File: src/design/adc_params.svh
// Constants for the converter control and host output logic.
// Assumes a 50 MHz system clock; included by bare name.
`ifndef ADC_PARAMS_SVH
`define ADC_PARAMS_SVH

// Clock and timing
`define CLK_MHZ            50
`define CONV_TIME_NS       700
`define CAL_TIME_NS        2000
`define CONV_CYCLES        ((`CONV_TIME_NS * `CLK_MHZ + 999) / 1000)
`define CAL_CYCLES         ((`CAL_TIME_NS * `CLK_MHZ + 999) / 1000)
`define SCLK_HALF_CYCLES   2

// Result word and pin map
`define RESULT_BITS        18
`define MODE_SERIAL        2'h3
`define PIN_SER_DATA       10
`define PIN_SER_CLK        11
`define PIN_FRAME_SYNC     12
`define PIN_READ_ERR       13
`define PIN_ALWAYS_OUT     14

// Reset values
`define PIN_OUT_RST        18'h00000
`define PIN_OE_N_RST       18'h3FFFF
`define FIFO_DEPTH_DEF     4

`endif

File: src/design/adc_types_pkg.sv
// Types shared by the converter control and host output logic.
// Assumes the constants header is included by the users of these types.
package adc_types_pkg;

  typedef enum logic [1:0] {
    ST_IDLE  = 2'b00,
    ST_CONV  = 2'b01,
    ST_LATCH = 2'b10,
    ST_CAL   = 2'b11
  } conv_state_e;

  // Host pins after synchronisation
  typedef struct packed {
    logic       convert_start_n;
    logic       reset_pin;
    logic       power_down_in;
    logic       cs_n;
    logic       rd_n;
    logic       sclk;
    logic       serial_clock_source_sel;
    logic       frame_sync_polarity_sel;
    logic [1:0] mode;
    logic       ref_power_down;
    logic       ref_buffer_power_down;
  } pin_in_s;

endpackage

File: src/design/result_fifo.sv
// Small result FIFO with valid/ready on both sides.
// Assumes one clock; DEPTH is a power of two.
`timescale 1ns/1ps
module result_fifo #(
  parameter int WIDTH = 18,
  parameter int DEPTH = 4
) (
  // Clock and reset
  input  wire logic             clk_i,
  input  wire logic             rst_n_i,
  input  wire logic             clr_i,
  // Fill side
  input  wire logic             in_valid_i,
  output logic                  in_ready_o,
  input  wire logic [WIDTH-1:0] in_data_i,
  // Drain side
  output logic                  out_valid_o,
  input  wire logic             out_ready_i,
  output logic      [WIDTH-1:0] out_data_o
);
  localparam int AW = (DEPTH > 1) ? $clog2(DEPTH) : 1;
  localparam int CW = $clog2(DEPTH + 1);

  logic [WIDTH-1:0] mem_q [DEPTH];
  logic [AW-1:0]    wr_ptr_q;
  logic [AW-1:0]    rd_ptr_q;
  logic [CW-1:0]    count_q;
  wire              push = in_valid_i & in_ready_o;
  wire              pop  = out_valid_o & out_ready_i;

  assign in_ready_o  = (count_q != CW'(DEPTH));
  assign out_valid_o = (count_q != '0);
  assign out_data_o  = mem_q[rd_ptr_q];

  always_ff @(posedge clk_i) begin
    if (push) begin
      mem_q[wr_ptr_q] <= in_data_i;
    end
  end

  always_ff @(posedge clk_i or negedge rst_n_i) begin
    if (!rst_n_i) begin
      wr_ptr_q <= '0;
      rd_ptr_q <= '0;
      count_q  <= '0;
    end else if (clr_i) begin
      wr_ptr_q <= '0;
      rd_ptr_q <= '0;
      count_q  <= '0;
    end else begin
      wr_ptr_q <= push ? wr_ptr_q + AW'(1) : wr_ptr_q;
      rd_ptr_q <= pop ? rd_ptr_q + AW'(1) : rd_ptr_q;
      count_q  <= count_q + CW'(push) - CW'(pop);
    end
  end

endmodule // result_fifo

File: src/design/adc_conversion_host_interface.sv
// Conversion control and host output port of a sampling converter.
// Assumes host pins are asynchronous; sample_i comes from the core on clk_i.
`timescale 1ns/1ps
`include "adc_params.svh"

module adc_conversion_host_interface #(
  parameter int FIFO_DEPTH = `FIFO_DEPTH_DEF
) (
  // Clock and reset
  input  wire logic        clk_i,
  input  wire logic        rst_n_i,
  // Conversion control pins
  input  wire logic        convert_start_n_i,
  input  wire logic        reset_pin_i,
  input  wire logic        power_down_in_i,
  // Host read port pins
  input  wire logic        cs_n_i,
  input  wire logic        rd_n_i,
  input  wire logic        sclk_i,
  input  wire logic [1:0]  mode_i,
  input  wire logic        serial_clock_source_sel_i,
  input  wire logic        frame_sync_polarity_sel_i,
  // Reference control pins
  input  wire logic        ref_power_down_i,
  input  wire logic        ref_buffer_power_down_i,
  // Core result
  input  wire logic [17:0] sample_i,
  // Status and core control
  output logic             busy_o,
  output logic             hold_o,
  output logic             low_power_o,
  output logic             ref_enable_o,
  output logic             ref_buffer_enable_o,
  // Data pins
  output logic [17:0]      data_o,
  output logic [17:0]      data_oe_n_o
);
  localparam int W = `RESULT_BITS;
  localparam logic [7:0] CONV_LOAD = 8'(`CONV_CYCLES - 1);
  localparam logic [7:0] CAL_LOAD  = 8'(`CAL_CYCLES - 1);
  localparam logic [3:0] HALF_LOAD = 4'(`SCLK_HALF_CYCLES - 1);
  localparam logic [4:0] LAST_BIT  = 5'(W - 1);

  // Reset release and pin synchronisers
  logic                   rst_meta_q;
  logic                   rst_n_q;
  adc_types_pkg::pin_in_s pin_raw;
  adc_types_pkg::pin_in_s pin_meta_q;
  adc_types_pkg::pin_in_s p;

  assign pin_raw = '{convert_start_n: convert_start_n_i,
                     reset_pin: reset_pin_i,
                     power_down_in: power_down_in_i,
                     cs_n: cs_n_i,
                     rd_n: rd_n_i,
                     sclk: sclk_i,
                     serial_clock_source_sel: serial_clock_source_sel_i,
                     frame_sync_polarity_sel: frame_sync_polarity_sel_i,
                     mode: mode_i,
                     ref_power_down: ref_power_down_i,
                     ref_buffer_power_down: ref_buffer_power_down_i};

  always_ff @(posedge clk_i or negedge rst_n_i) begin
    if (!rst_n_i) begin
      rst_meta_q <= 1'b0;
      rst_n_q    <= 1'b0;
    end else begin
      rst_meta_q <= 1'b1;
      rst_n_q    <= rst_meta_q;
    end
  end

  always_ff @(posedge clk_i or negedge rst_n_q) begin
    if (!rst_n_q) begin
      pin_meta_q <= '{cs_n: 1'b1, rd_n: 1'b1, default: '0};
      p          <= '{cs_n: 1'b1, rd_n: 1'b1, default: '0};
    end else begin
      pin_meta_q <= pin_raw;
      p          <= pin_meta_q;
    end
  end

  // Edge history of synchronised pins
  logic cnv_prev_q;
  logic rstp_prev_q;
  logic sclk_prev_q;
  logic rd_en_prev_q;

  wire rd_en    = ~p.cs_n & ~p.rd_n;
  wire cnv_fall = cnv_prev_q & ~p.convert_start_n;
  wire rst_fall = rstp_prev_q & ~p.reset_pin;
  wire serial   = (p.mode == `MODE_SERIAL);
  wire master   = serial & ~p.serial_clock_source_sel;
  wire slave    = serial & p.serial_clock_source_sel;

  always_ff @(posedge clk_i or negedge rst_n_q) begin
    if (!rst_n_q) begin
      cnv_prev_q   <= 1'b0;
      rstp_prev_q  <= 1'b0;
      sclk_prev_q  <= 1'b0;
      rd_en_prev_q <= 1'b0;
    end else begin
      cnv_prev_q   <= p.convert_start_n;
      rstp_prev_q  <= p.reset_pin;
      sclk_prev_q  <= p.sclk;
      rd_en_prev_q <= rd_en;
    end
  end

  // Conversion sequencer
  adc_types_pkg::conv_state_e state_q;
  adc_types_pkg::conv_state_e state_d;
  logic [7:0]                 cnt_q;
  logic [7:0]                 cnt_d;
  logic                       fifo_in_ready;
  logic                       fifo_out_valid;
  logic [W-1:0]               fifo_out_data;

  wire idle     = (state_q == adc_types_pkg::ST_IDLE);
  wire cal_st   = (state_q == adc_types_pkg::ST_CAL);
  // Result waits in the latch state while the FIFO is full
  wire push     = (state_q == adc_types_pkg::ST_LATCH) & fifo_in_ready;
  wire cnt_zero = (cnt_q == 8'h00);
  wire start_ok = idle & cnv_fall & ~p.power_down_in;

  always_comb begin
    state_d = state_q;
    cnt_d   = cnt_zero ? 8'h00 : cnt_q - 8'h01;
    case (state_q)
      adc_types_pkg::ST_IDLE: begin
        if (start_ok) begin
          state_d = adc_types_pkg::ST_CONV;
          cnt_d   = CONV_LOAD;
        end
      end
      adc_types_pkg::ST_CONV: begin
        if (cnt_zero) begin
          state_d = adc_types_pkg::ST_LATCH;
        end
      end
      adc_types_pkg::ST_LATCH: begin
        if (fifo_in_ready) begin
          state_d = adc_types_pkg::ST_IDLE;
        end
      end
      adc_types_pkg::ST_CAL: begin
        if (cnt_zero) begin
          state_d = adc_types_pkg::ST_IDLE;
        end
      end
      default: begin
        state_d = adc_types_pkg::ST_IDLE;
      end
    endcase
    if (p.reset_pin) begin
      state_d = adc_types_pkg::ST_IDLE;
      cnt_d   = 8'h00;
    end else if (rst_fall) begin
      state_d = adc_types_pkg::ST_CAL;
      cnt_d   = CAL_LOAD;
    end
  end

  always_ff @(posedge clk_i or negedge rst_n_q) begin
    if (!rst_n_q) begin
      state_q <= adc_types_pkg::ST_IDLE;
      cnt_q   <= 8'h00;
    end else begin
      state_q <= state_d;
      cnt_q   <= cnt_d;
    end
  end

  // Word store and serial shifter
  logic [W-1:0] shreg_q;
  logic         word_valid_q;
  logic [4:0]   bit_cnt_q;
  logic         shift_q;
  logic [3:0]   half_q;
  logic         sclk_gen_q;

  wire pop         = ~word_valid_q & fifo_out_valid & ~p.reset_pin;
  wire master_tick = shift_q & (half_q == 4'h0);
  wire master_fall = master_tick & sclk_gen_q;
  // External clock edges count only while chip select is low
  wire slave_edge  = slave & word_valid_q & ~p.cs_n
                   & p.sclk & ~sclk_prev_q;
  wire shift_edge  = master_fall | slave_edge;
  wire last_bit    = shift_edge & (bit_cnt_q == LAST_BIT);
  wire rderr_hit   = slave & push & (bit_cnt_q != 5'h00);
  wire par_done    = ~serial & rd_en_prev_q & ~rd_en;
  wire consumed    = last_bit | par_done | rderr_hit | p.reset_pin;
  wire start_m     = master & rd_en & word_valid_q & ~shift_q;

  wire [W-1:0] shreg_d = pop ? fifo_out_data
                       : shift_edge ? {shreg_q[W-2:0], 1'b0} : shreg_q;
  wire         word_valid_d = pop | (word_valid_q & ~consumed);
  wire [4:0]   bit_cnt_d = (last_bit | rderr_hit | pop | p.reset_pin)
                         ? 5'h00
                         : shift_edge ? bit_cnt_q + 5'h01 : bit_cnt_q;
  wire         shift_d = start_m
                       | (shift_q & master & ~last_bit & ~p.reset_pin);
  wire [3:0]   half_d = (~shift_q | master_tick) ? HALF_LOAD
                      : half_q - 4'h1;
  wire         sclk_gen_d = shift_d & (sclk_gen_q ^ master_tick);

  always_ff @(posedge clk_i or negedge rst_n_q) begin
    if (!rst_n_q) begin
      shreg_q      <= '0;
      word_valid_q <= 1'b0;
      bit_cnt_q    <= 5'h00;
      shift_q      <= 1'b0;
      half_q       <= 4'h0;
      sclk_gen_q   <= 1'b0;
    end else begin
      shreg_q      <= shreg_d;
      word_valid_q <= word_valid_d;
      bit_cnt_q    <= bit_cnt_d;
      shift_q      <= shift_d;
      half_q       <= half_d;
      sclk_gen_q   <= sclk_gen_d;
    end
  end

  result_fifo #(
    .WIDTH (W),
    .DEPTH (FIFO_DEPTH)
  ) u_fifo (
    .clk_i       (clk_i),
    .rst_n_i     (rst_n_q),
    .clr_i       (p.reset_pin),
    .in_valid_i  (push),
    .in_ready_o  (fifo_in_ready),
    .in_data_i   (sample_i),
    .out_valid_o (fifo_out_valid),
    .out_ready_i (pop),
    .out_data_o  (fifo_out_data)
  );

  // Pin drive selection
  wire         sync_level = shift_q ^ p.frame_sync_polarity_sel;
  wire [17:0]  ser_pins   = {4'h0, rderr_hit, sync_level, sclk_gen_q,
                             shreg_q[W-1], 10'h000};
  wire [17:0]  ser_oe_n   = {4'h0, 1'b0, 1'b0, ~master, ~rd_en,
                             10'h3FF};
  wire [17:0]  par_oe_n   = {4'h0, {14{~rd_en}}};
  wire [17:0]  pins_d     = serial ? ser_pins : shreg_q;
  wire [17:0]  oe_n_d     = serial ? ser_oe_n : par_oe_n;

  always_ff @(posedge clk_i or negedge rst_n_q) begin
    if (!rst_n_q) begin
      data_o              <= `PIN_OUT_RST;
      data_oe_n_o         <= `PIN_OE_N_RST;
      busy_o              <= 1'b0;
      hold_o              <= 1'b0;
      low_power_o         <= 1'b0;
      ref_enable_o        <= 1'b0;
      ref_buffer_enable_o <= 1'b0;
    end else begin
      data_o              <= pins_d;
      data_oe_n_o         <= oe_n_d;
      busy_o              <= (state_d != adc_types_pkg::ST_IDLE);
      hold_o              <= (state_d == adc_types_pkg::ST_CONV);
      low_power_o         <= p.power_down_in & idle;
      ref_enable_o        <= ~p.ref_power_down;
      ref_buffer_enable_o <= ~p.ref_buffer_power_down;
    end
  end

  wire stop_ok = push | cal_st | p.reset_pin;
endmodule // adc_conversion_host_interface

File: config.mk
export PLATFORM = sky130hd
export DESIGN_NAME = adc_conversion_host_interface
export DESIGN_NICKNAME = d
export VERILOG_FILES = /design/src/design/adc_types_pkg.sv /design/src/design/result_fifo.sv /design/src/design/adc_conversion_host_interface.sv
export VERILOG_INCLUDE_DIRS = /design/src /design/src/design
export SDC_FILE = /design/constraint.sdc
export NUM_CORES = 1
export LEC_CHECK = 0
export BUFFER_PORTS_ARGS = -buffer_cell sky130_fd_sc_hd__buf_4
export CORE_MARGIN = 4
export CORE_UTILIZATION = 40
export CTS_CLUSTER_DIAMETER = 60
export DETAILED_ROUTE_END_ITERATION = 7
export PLACE_DENSITY = 0.6
export SLEW_MARGIN = 20
export SYNTH_ARGS = -nofsm -noshare
export SYNTH_HDL_FRONTEND = slang
export SYNTH_SLANG_ARGS = --single-unit
File: constraint.sdc
create_clock -name clk_i -period 4.55 [get_ports clk_i]
set_input_delay 0.2275 -clock clk_i [delete_from_list [all_inputs] [get_ports clk_i]]
set_output_delay 0.2275 -clock clk_i [all_outputs]
set_load 0.02 [all_outputs]
======== Word-level counts from Yosys, hierarchy flattened ========
Memory sizes are Yosys's and may differ from the RTL's.
Index checks and enable logic that the tools add are counted.
word-level totals
  flip-flop bits (word level) ............. 118
  RAM bits ................................ 72
  output and inout port bits .............. 41
  logic and storage cells ................. 157
  memories ................................ 1
memory list
  memory        words  width  rd ports  clocked after memory_dff  wr ports  RTL line           text
  u_fifo.mem_q  4      18     1         0                         1         result_fifo.sv:24  logic [WIDTH-1:0] mem_q [DEPTH];
operators by class
  add/sub/neg operators ................... 7
  equal/unequal tests ..................... 7
  mux-type cells .......................... 26
  bitwise operators ....................... 60
  reduce and logical (&&, ||, !) cells .... 10
operators by type and width
  kind                   number
  $mux W18               3
  $mux W8                5
  $and A1 B1 Y1          32
  $mux W2                10
  $not A1 Y1             16
  $mux W14               1
  $mux W5                2
  $or A1 B1 Y1           10
  $reduce_bool A2 Y1     5
  $logic_not A8 Y1       1
  $pmux W2 S4            1
  $sub A8 B1 Y8 const B  1
  $eq A2 B2 Y1 const B   3
  $add A5 B1 Y5 const B  1
  $eq A5 B5 Y1 const B   1
  $reduce_bool A5 Y1     1
  $add A2 B1 Y2 const B  2
  $eq A2 B1 Y1 const B   2
  $logic_not A4 Y1       1
  $mux W4                1
  $sub A4 B1 Y4 const B  1
  $add A3 B1 Y3          1
  $mux W3                1
  $ne A3 B3 Y1 const B   1
  other kinds (5)        7

======== Logic depth before layout (Yosys ltp) ========
  depth in word-level cells ............... 14
  gate-level depth with buffers ........... 11
  gate-level depth less buffers ........... 9

======== Modules after synthesis ========
A second synthesis with hierarchy kept.
unflattened totals
  cell total of the unflattened synthesis .. 457
  area total of the unflattened synthesis .. 6959.2 um^2
by module, submodules not included
  module                         instances  cells an instance  area each (um^2)  seq. area each (um^2)
  adc_conversion_host_interface  1          317                3868.7            2463.6
  result_fifo                    1          140                3090.5            2337.2

======== Least setup slack after synthesis ========
OpenSTA, ideal clock, no wires.
  kind .................................... register -> register
  from .................................... register p[10] (netlist name)
  to ...................................... register u_fifo.count_q[2]
  setup time .............................. 0.132 ns
  data arrival time ....................... 2.186 ns
  required time ........................... 4.418 ns
  path slack .............................. 2.232 ns
  stages on the path, launching flop included .. 12
  buffers on the path ..................... 3
  period minus slack after synthesis ...... 2.318 ns
  cell sequence ........................... dfrtp_1 -> clkbuf_1 -> nor3_1 -> clkbuf_1 -> buf_2 -> ha_1 -> inv_1 -> ha_1 -> inv_1 -> fa_1 -> xnor2_1 -> nor2_1
on the way
  cells in the longest elaborated chain, start to end .. 5
RTL lines
  what                    RTL line                              text
  start, declared         adc_conversion_host_interface.sv:49   adc_types_pkg::pin_in_s p;
  start signal, assigned  adc_conversion_host_interface.sv:79   p <= pin_meta_q;
  $not A1 Y1              adc_conversion_host_interface.sv:182  wire pop = ~word_valid_q & fifo_out_valid & ~p.reset_pin;
  $and A1 B1 Y1           adc_conversion_host_interface.sv:182
  $and A1 B1 Y1           result_fifo.sv:29                     wire pop = out_valid_o & out_ready_i;
  $sub A3 B1 Y3           result_fifo.sv:53                     count_q <= count_q + CW'(push) - CW'(pop);
  $mux W3 (*)             result_fifo.sv:46                     end else if (clr_i) begin
  end signal, assigned    result_fifo.sv:53
  end, declared           result_fifo.sv:27                     logic [CW-1:0] count_q;
Mark *: on every way between the ends. The rest lies on a longest branch, timed or not.
A chain may end at the register's enable or synchronous reset.

======== Final worst setup path ========
Same ends and word-level chain as after synthesis.

==> results.py <==
metrics = {
    "timing": {
        "setup_ws_ns": 2.13,
        "finClkSkew_ns": 0.0137,
        "hold_viol": 0,
        "drv_slew": 0,
        "setup_viol": 0,
        "rsz0062_at_grt": "false",
        "worst_pin_slew_ns": 0.969,
        "finalSetupTns_ns": 0,
        "slew_headroom_pct": 35.4,
        "period_share_pct": 53.2,
        "max_freq_ghz": 0.414,
        "fin_crit_ns": 2.42,
    },
    "setup_path": {
        "start_kind": "flop",
        "worstPathRequired_ns": 4.84,
        "arrival_ns": 2.71,
        "critPathKind": "flop to flop",
        "r2r_slack_ns": 2.13,
        "cp-end-kind": "flop",
        "rr_endpoint": "u_fifo.count_q[2]$_DFF_PN0_",
        "startpoint": "p[10]$_DFF_PN0_",
        "cp_max_fo": 38,
        "reg2reg_depth": 9,
        "rr_startpoint": "p[10]$_DFF_PN0_",
    },
    "die": {
        "fp-row-count": 47,
        "die_area_um2": 19400,
        "core_um2": 16700,
        "die_w_um": 139,
        "initial_core_util_pct": 41.2,
        "ios": 73,
        "die_h_um": 139,
    },
    "synthesis": {
        "synth-seq-cells": 177,
        "yosysTopAreaCellShare_pct": 34.9,
        "yosysTopAreaCell": "dfrtp_1",
        "synth_commonest_cells": "96 x dfrtp_1, 72 x edfxtp_1, 30 x nand2_1",
        "yosysSeqAreaShare_pct": 69.7,
        "ys.flop_type": "dfrtp_1",
        "syn_nets": 500,
        "synth_area_leaders": "dfrtp_1 35%, edfxtp_1 31%, mux4_2 5.9%, dfstp_2 3.4%, mux2i_1 2.8%",
        "yosysMostFrequentCell": "dfrtp_1",
        "synth_edf_count": 72,
        "async_reset_ff_share_pct": 59.3,
        "yosysWarnings": 0,
        "avgSynthCellArea_um2": 15.2,
        "synth_cell_types": 53,
        "synth_area_um2": 6890,
        "synth_cells": 453,
    },
    "layout": {
        "seq_area_um2": 4800,
        "diodes": 0,
        "synthToLayoutAreaGrowth_pct": 23.1,
        "fin_nets": 596,
        "drive_gt1_share_pct": 26.5,
        "multi_input_area_um2": 1840,
        "num-fill-cells": 1419,
    },
    "placed_design": {
        "io_buffers": 72,
        "place_ws_ns": 2.16,
        "gp_congestion": 0.730,
        "dp_hpwl_mm": 7.92,
    },
    "detailed_routing": {
        "totalWireLength_mm": 12.1,
        "wire_per_inst_um": 15.4,
        "ant_nets": 0,
        "drcViolationCount": 0,
        "vias": 3743,
        "vias_per_cell": 4.79,
        "dr.pass1.iters": 4,
        "drtIter0Drc": 296,
    },
    "grt": {
        "grt_max_degree": 65,
        "gr-total-overflow": 0,
        "antenna_found_initial": 0,
        "grt_pass1_vias": 3958,
        "grt_usage_pct": 13.3,
        "grt_pass1_wl_mm": 20.3,
    },
    "power_and_ir_drop": {
        "p_leak_uw": 0.00340,
        "switchingPower_uw": 1330,
        "p_comb_share_pct": 20.6,
        "power.density_nw_per_um2": 519,
        "clkPwrFrac_pct": 32.7,
        "ir_worst_vdd_mv": 0.275,
        "power.internal_uw": 3070,
        "pwr-share-seq_pct": 46.7,
        "switching_share_pct": 30.2,
    },
    "clock_network": {
        "cts_setup_buffers": 0,
        "htreeDepth": 4,
        "cts_sinks": 177,
        "tritoncts": "built",
        "clockRootBuffer": "clkbuf_16",
        "clk_latency_ns": 0.43,
        "cts_buffer_depth": 2,
        "clk_pin_slew_ns": 0.07,
        "cts_buffers": 17,
    },
    "run_status": {
        "status": "finished, final reports clean",
    },
    "run": {
        "max_cap_viol_count": 0,
    },
    "min_path": {
        "holdCritPathClass": "input port to async pin",
    },
}
worst max-delay path: stages, from the launching register on:
cell     delay (ns)
dfrtp_1        0.59
nor3_2         0.25
buf_4          0.32
ha_1           0.29
inv_1          0.06
ha_1           0.13
inv_1          0.05
fa_1           0.37
xnor2_1        0.17
nor2_1         0.05
flip-flops by register name, summed over array words and instances, names as in the netlist, 2 cells and up:
name,flops
bit_cnt_q,5
cnt_q,8
data_o,18
data_oe_n_o,5
half_q,4
p,12
pin_meta_q,12
shreg_q,18
state_q,2
u_fifo.count_q,3
u_fifo.mem_q,72
u_fifo.rd_ptr_q,2
u_fifo.wr_ptr_q,2
kinds of logic (layout without fill, tap and decap cells):
logic type,after synthesis,count (layout),synth area share (%)
AOI/OAI and AO/OA,57,57,5.49
muxes,39,39,8.98
xor gates and xnor gates,11,11,1.40
other,2,2,0.109
and+or+nand+nor,102,102,7.87
DFF,177,177,69.7
adders and majority gates,15,15,2.83
buffers and inverters,50,159,3.60
cell type report:
cell class	count	area share, %
Multi-Input combinational cell	226	21.7
Sequential cell	177	56.7
Inverter	21	0.930
Clock buffer	17	5.02
Clock inverter	15	2.11
Tap cell	220	3.25
Timing Repair Buffer	106	10.3
how the worst max path moves through the flow:
stage                                              to  slack, ns  cells past startpoint
after floorplan              bit_cnt_q[0]$_DFFE_PN0P_       1.42                      0
after global placement    u_fifo.count_q[2]$_DFF_PN0_       2.21                      9
after detailed placement  u_fifo.count_q[2]$_DFF_PN0_       2.16                      9
after CTS                 u_fifo.count_q[2]$_DFF_PN0_       2.13                      9
after global routing      u_fifo.count_q[2]$_DFF_PN0_       1.88                      9
final                     u_fifo.count_q[2]$_DFF_PN0_       2.13                      9
through the flow:
stage	cells	instance area, um^2	util, %	power (uW)	hold slack (ns)
global placement	719	7560	45.3	2980	0.0101
finish	782	8480	50.8	4400	0.108
detailed placement	719	7560	45.3	3000	0.0110
CTS	782	8480	50.8	4470	0.0893
floorplan	453	6890	-	2680	-0.0681
global route	782	8480	50.8	4670	0.110
routing by layer:
metal  wire length, um  GRT usage (%)  up-vias
met1              5750           18.4     1848
met3               491           4.31       12
met5                 0              0        -
met2              5650           19.6       84
li1                  -              -     1799
met4               155           4.79        0
power by group through the flow:
| stage | clock, uW | sequential (uW) | combinational, uW |
|---|---|---|---|
| finish | 1440 | 2060 | 905 |
| global route | 1550 | 2090 | 1020 |
| CTS | 1480 | 2060 | 926 |
| detailed placement | 0 | 2090 | 902 |
| global placement | 0 | 2090 | 885 |
| floorplan | 0 | 2120 | 553 |
placed cells by master, fill, tap and decap left out, drive strengths merged, types with 4 or more instances in the layout:
cell type / n
dfstp: 9
buf: 75
mux2i: 19
a21oi: 9
ha: 14
clkbuf: 17
nand2: 30
xor2: 5
dlygate4sd3: 31
dfrtp: 96
nand3: 5
clkinv: 6
nor3: 5
nor2: 18
and2: 16
nor2b: 4
mux4: 18
xnor2: 6
inv: 28
and3: 6
edfxtp: 72
o21ai: 25
timing repair:
action / in CTS / in global routing
hold endpoints to repair: 86 / 0
hold buffers: 31 / 0
gates resized for setup: 0 / 0
Power figures use the tool's default switching activity.
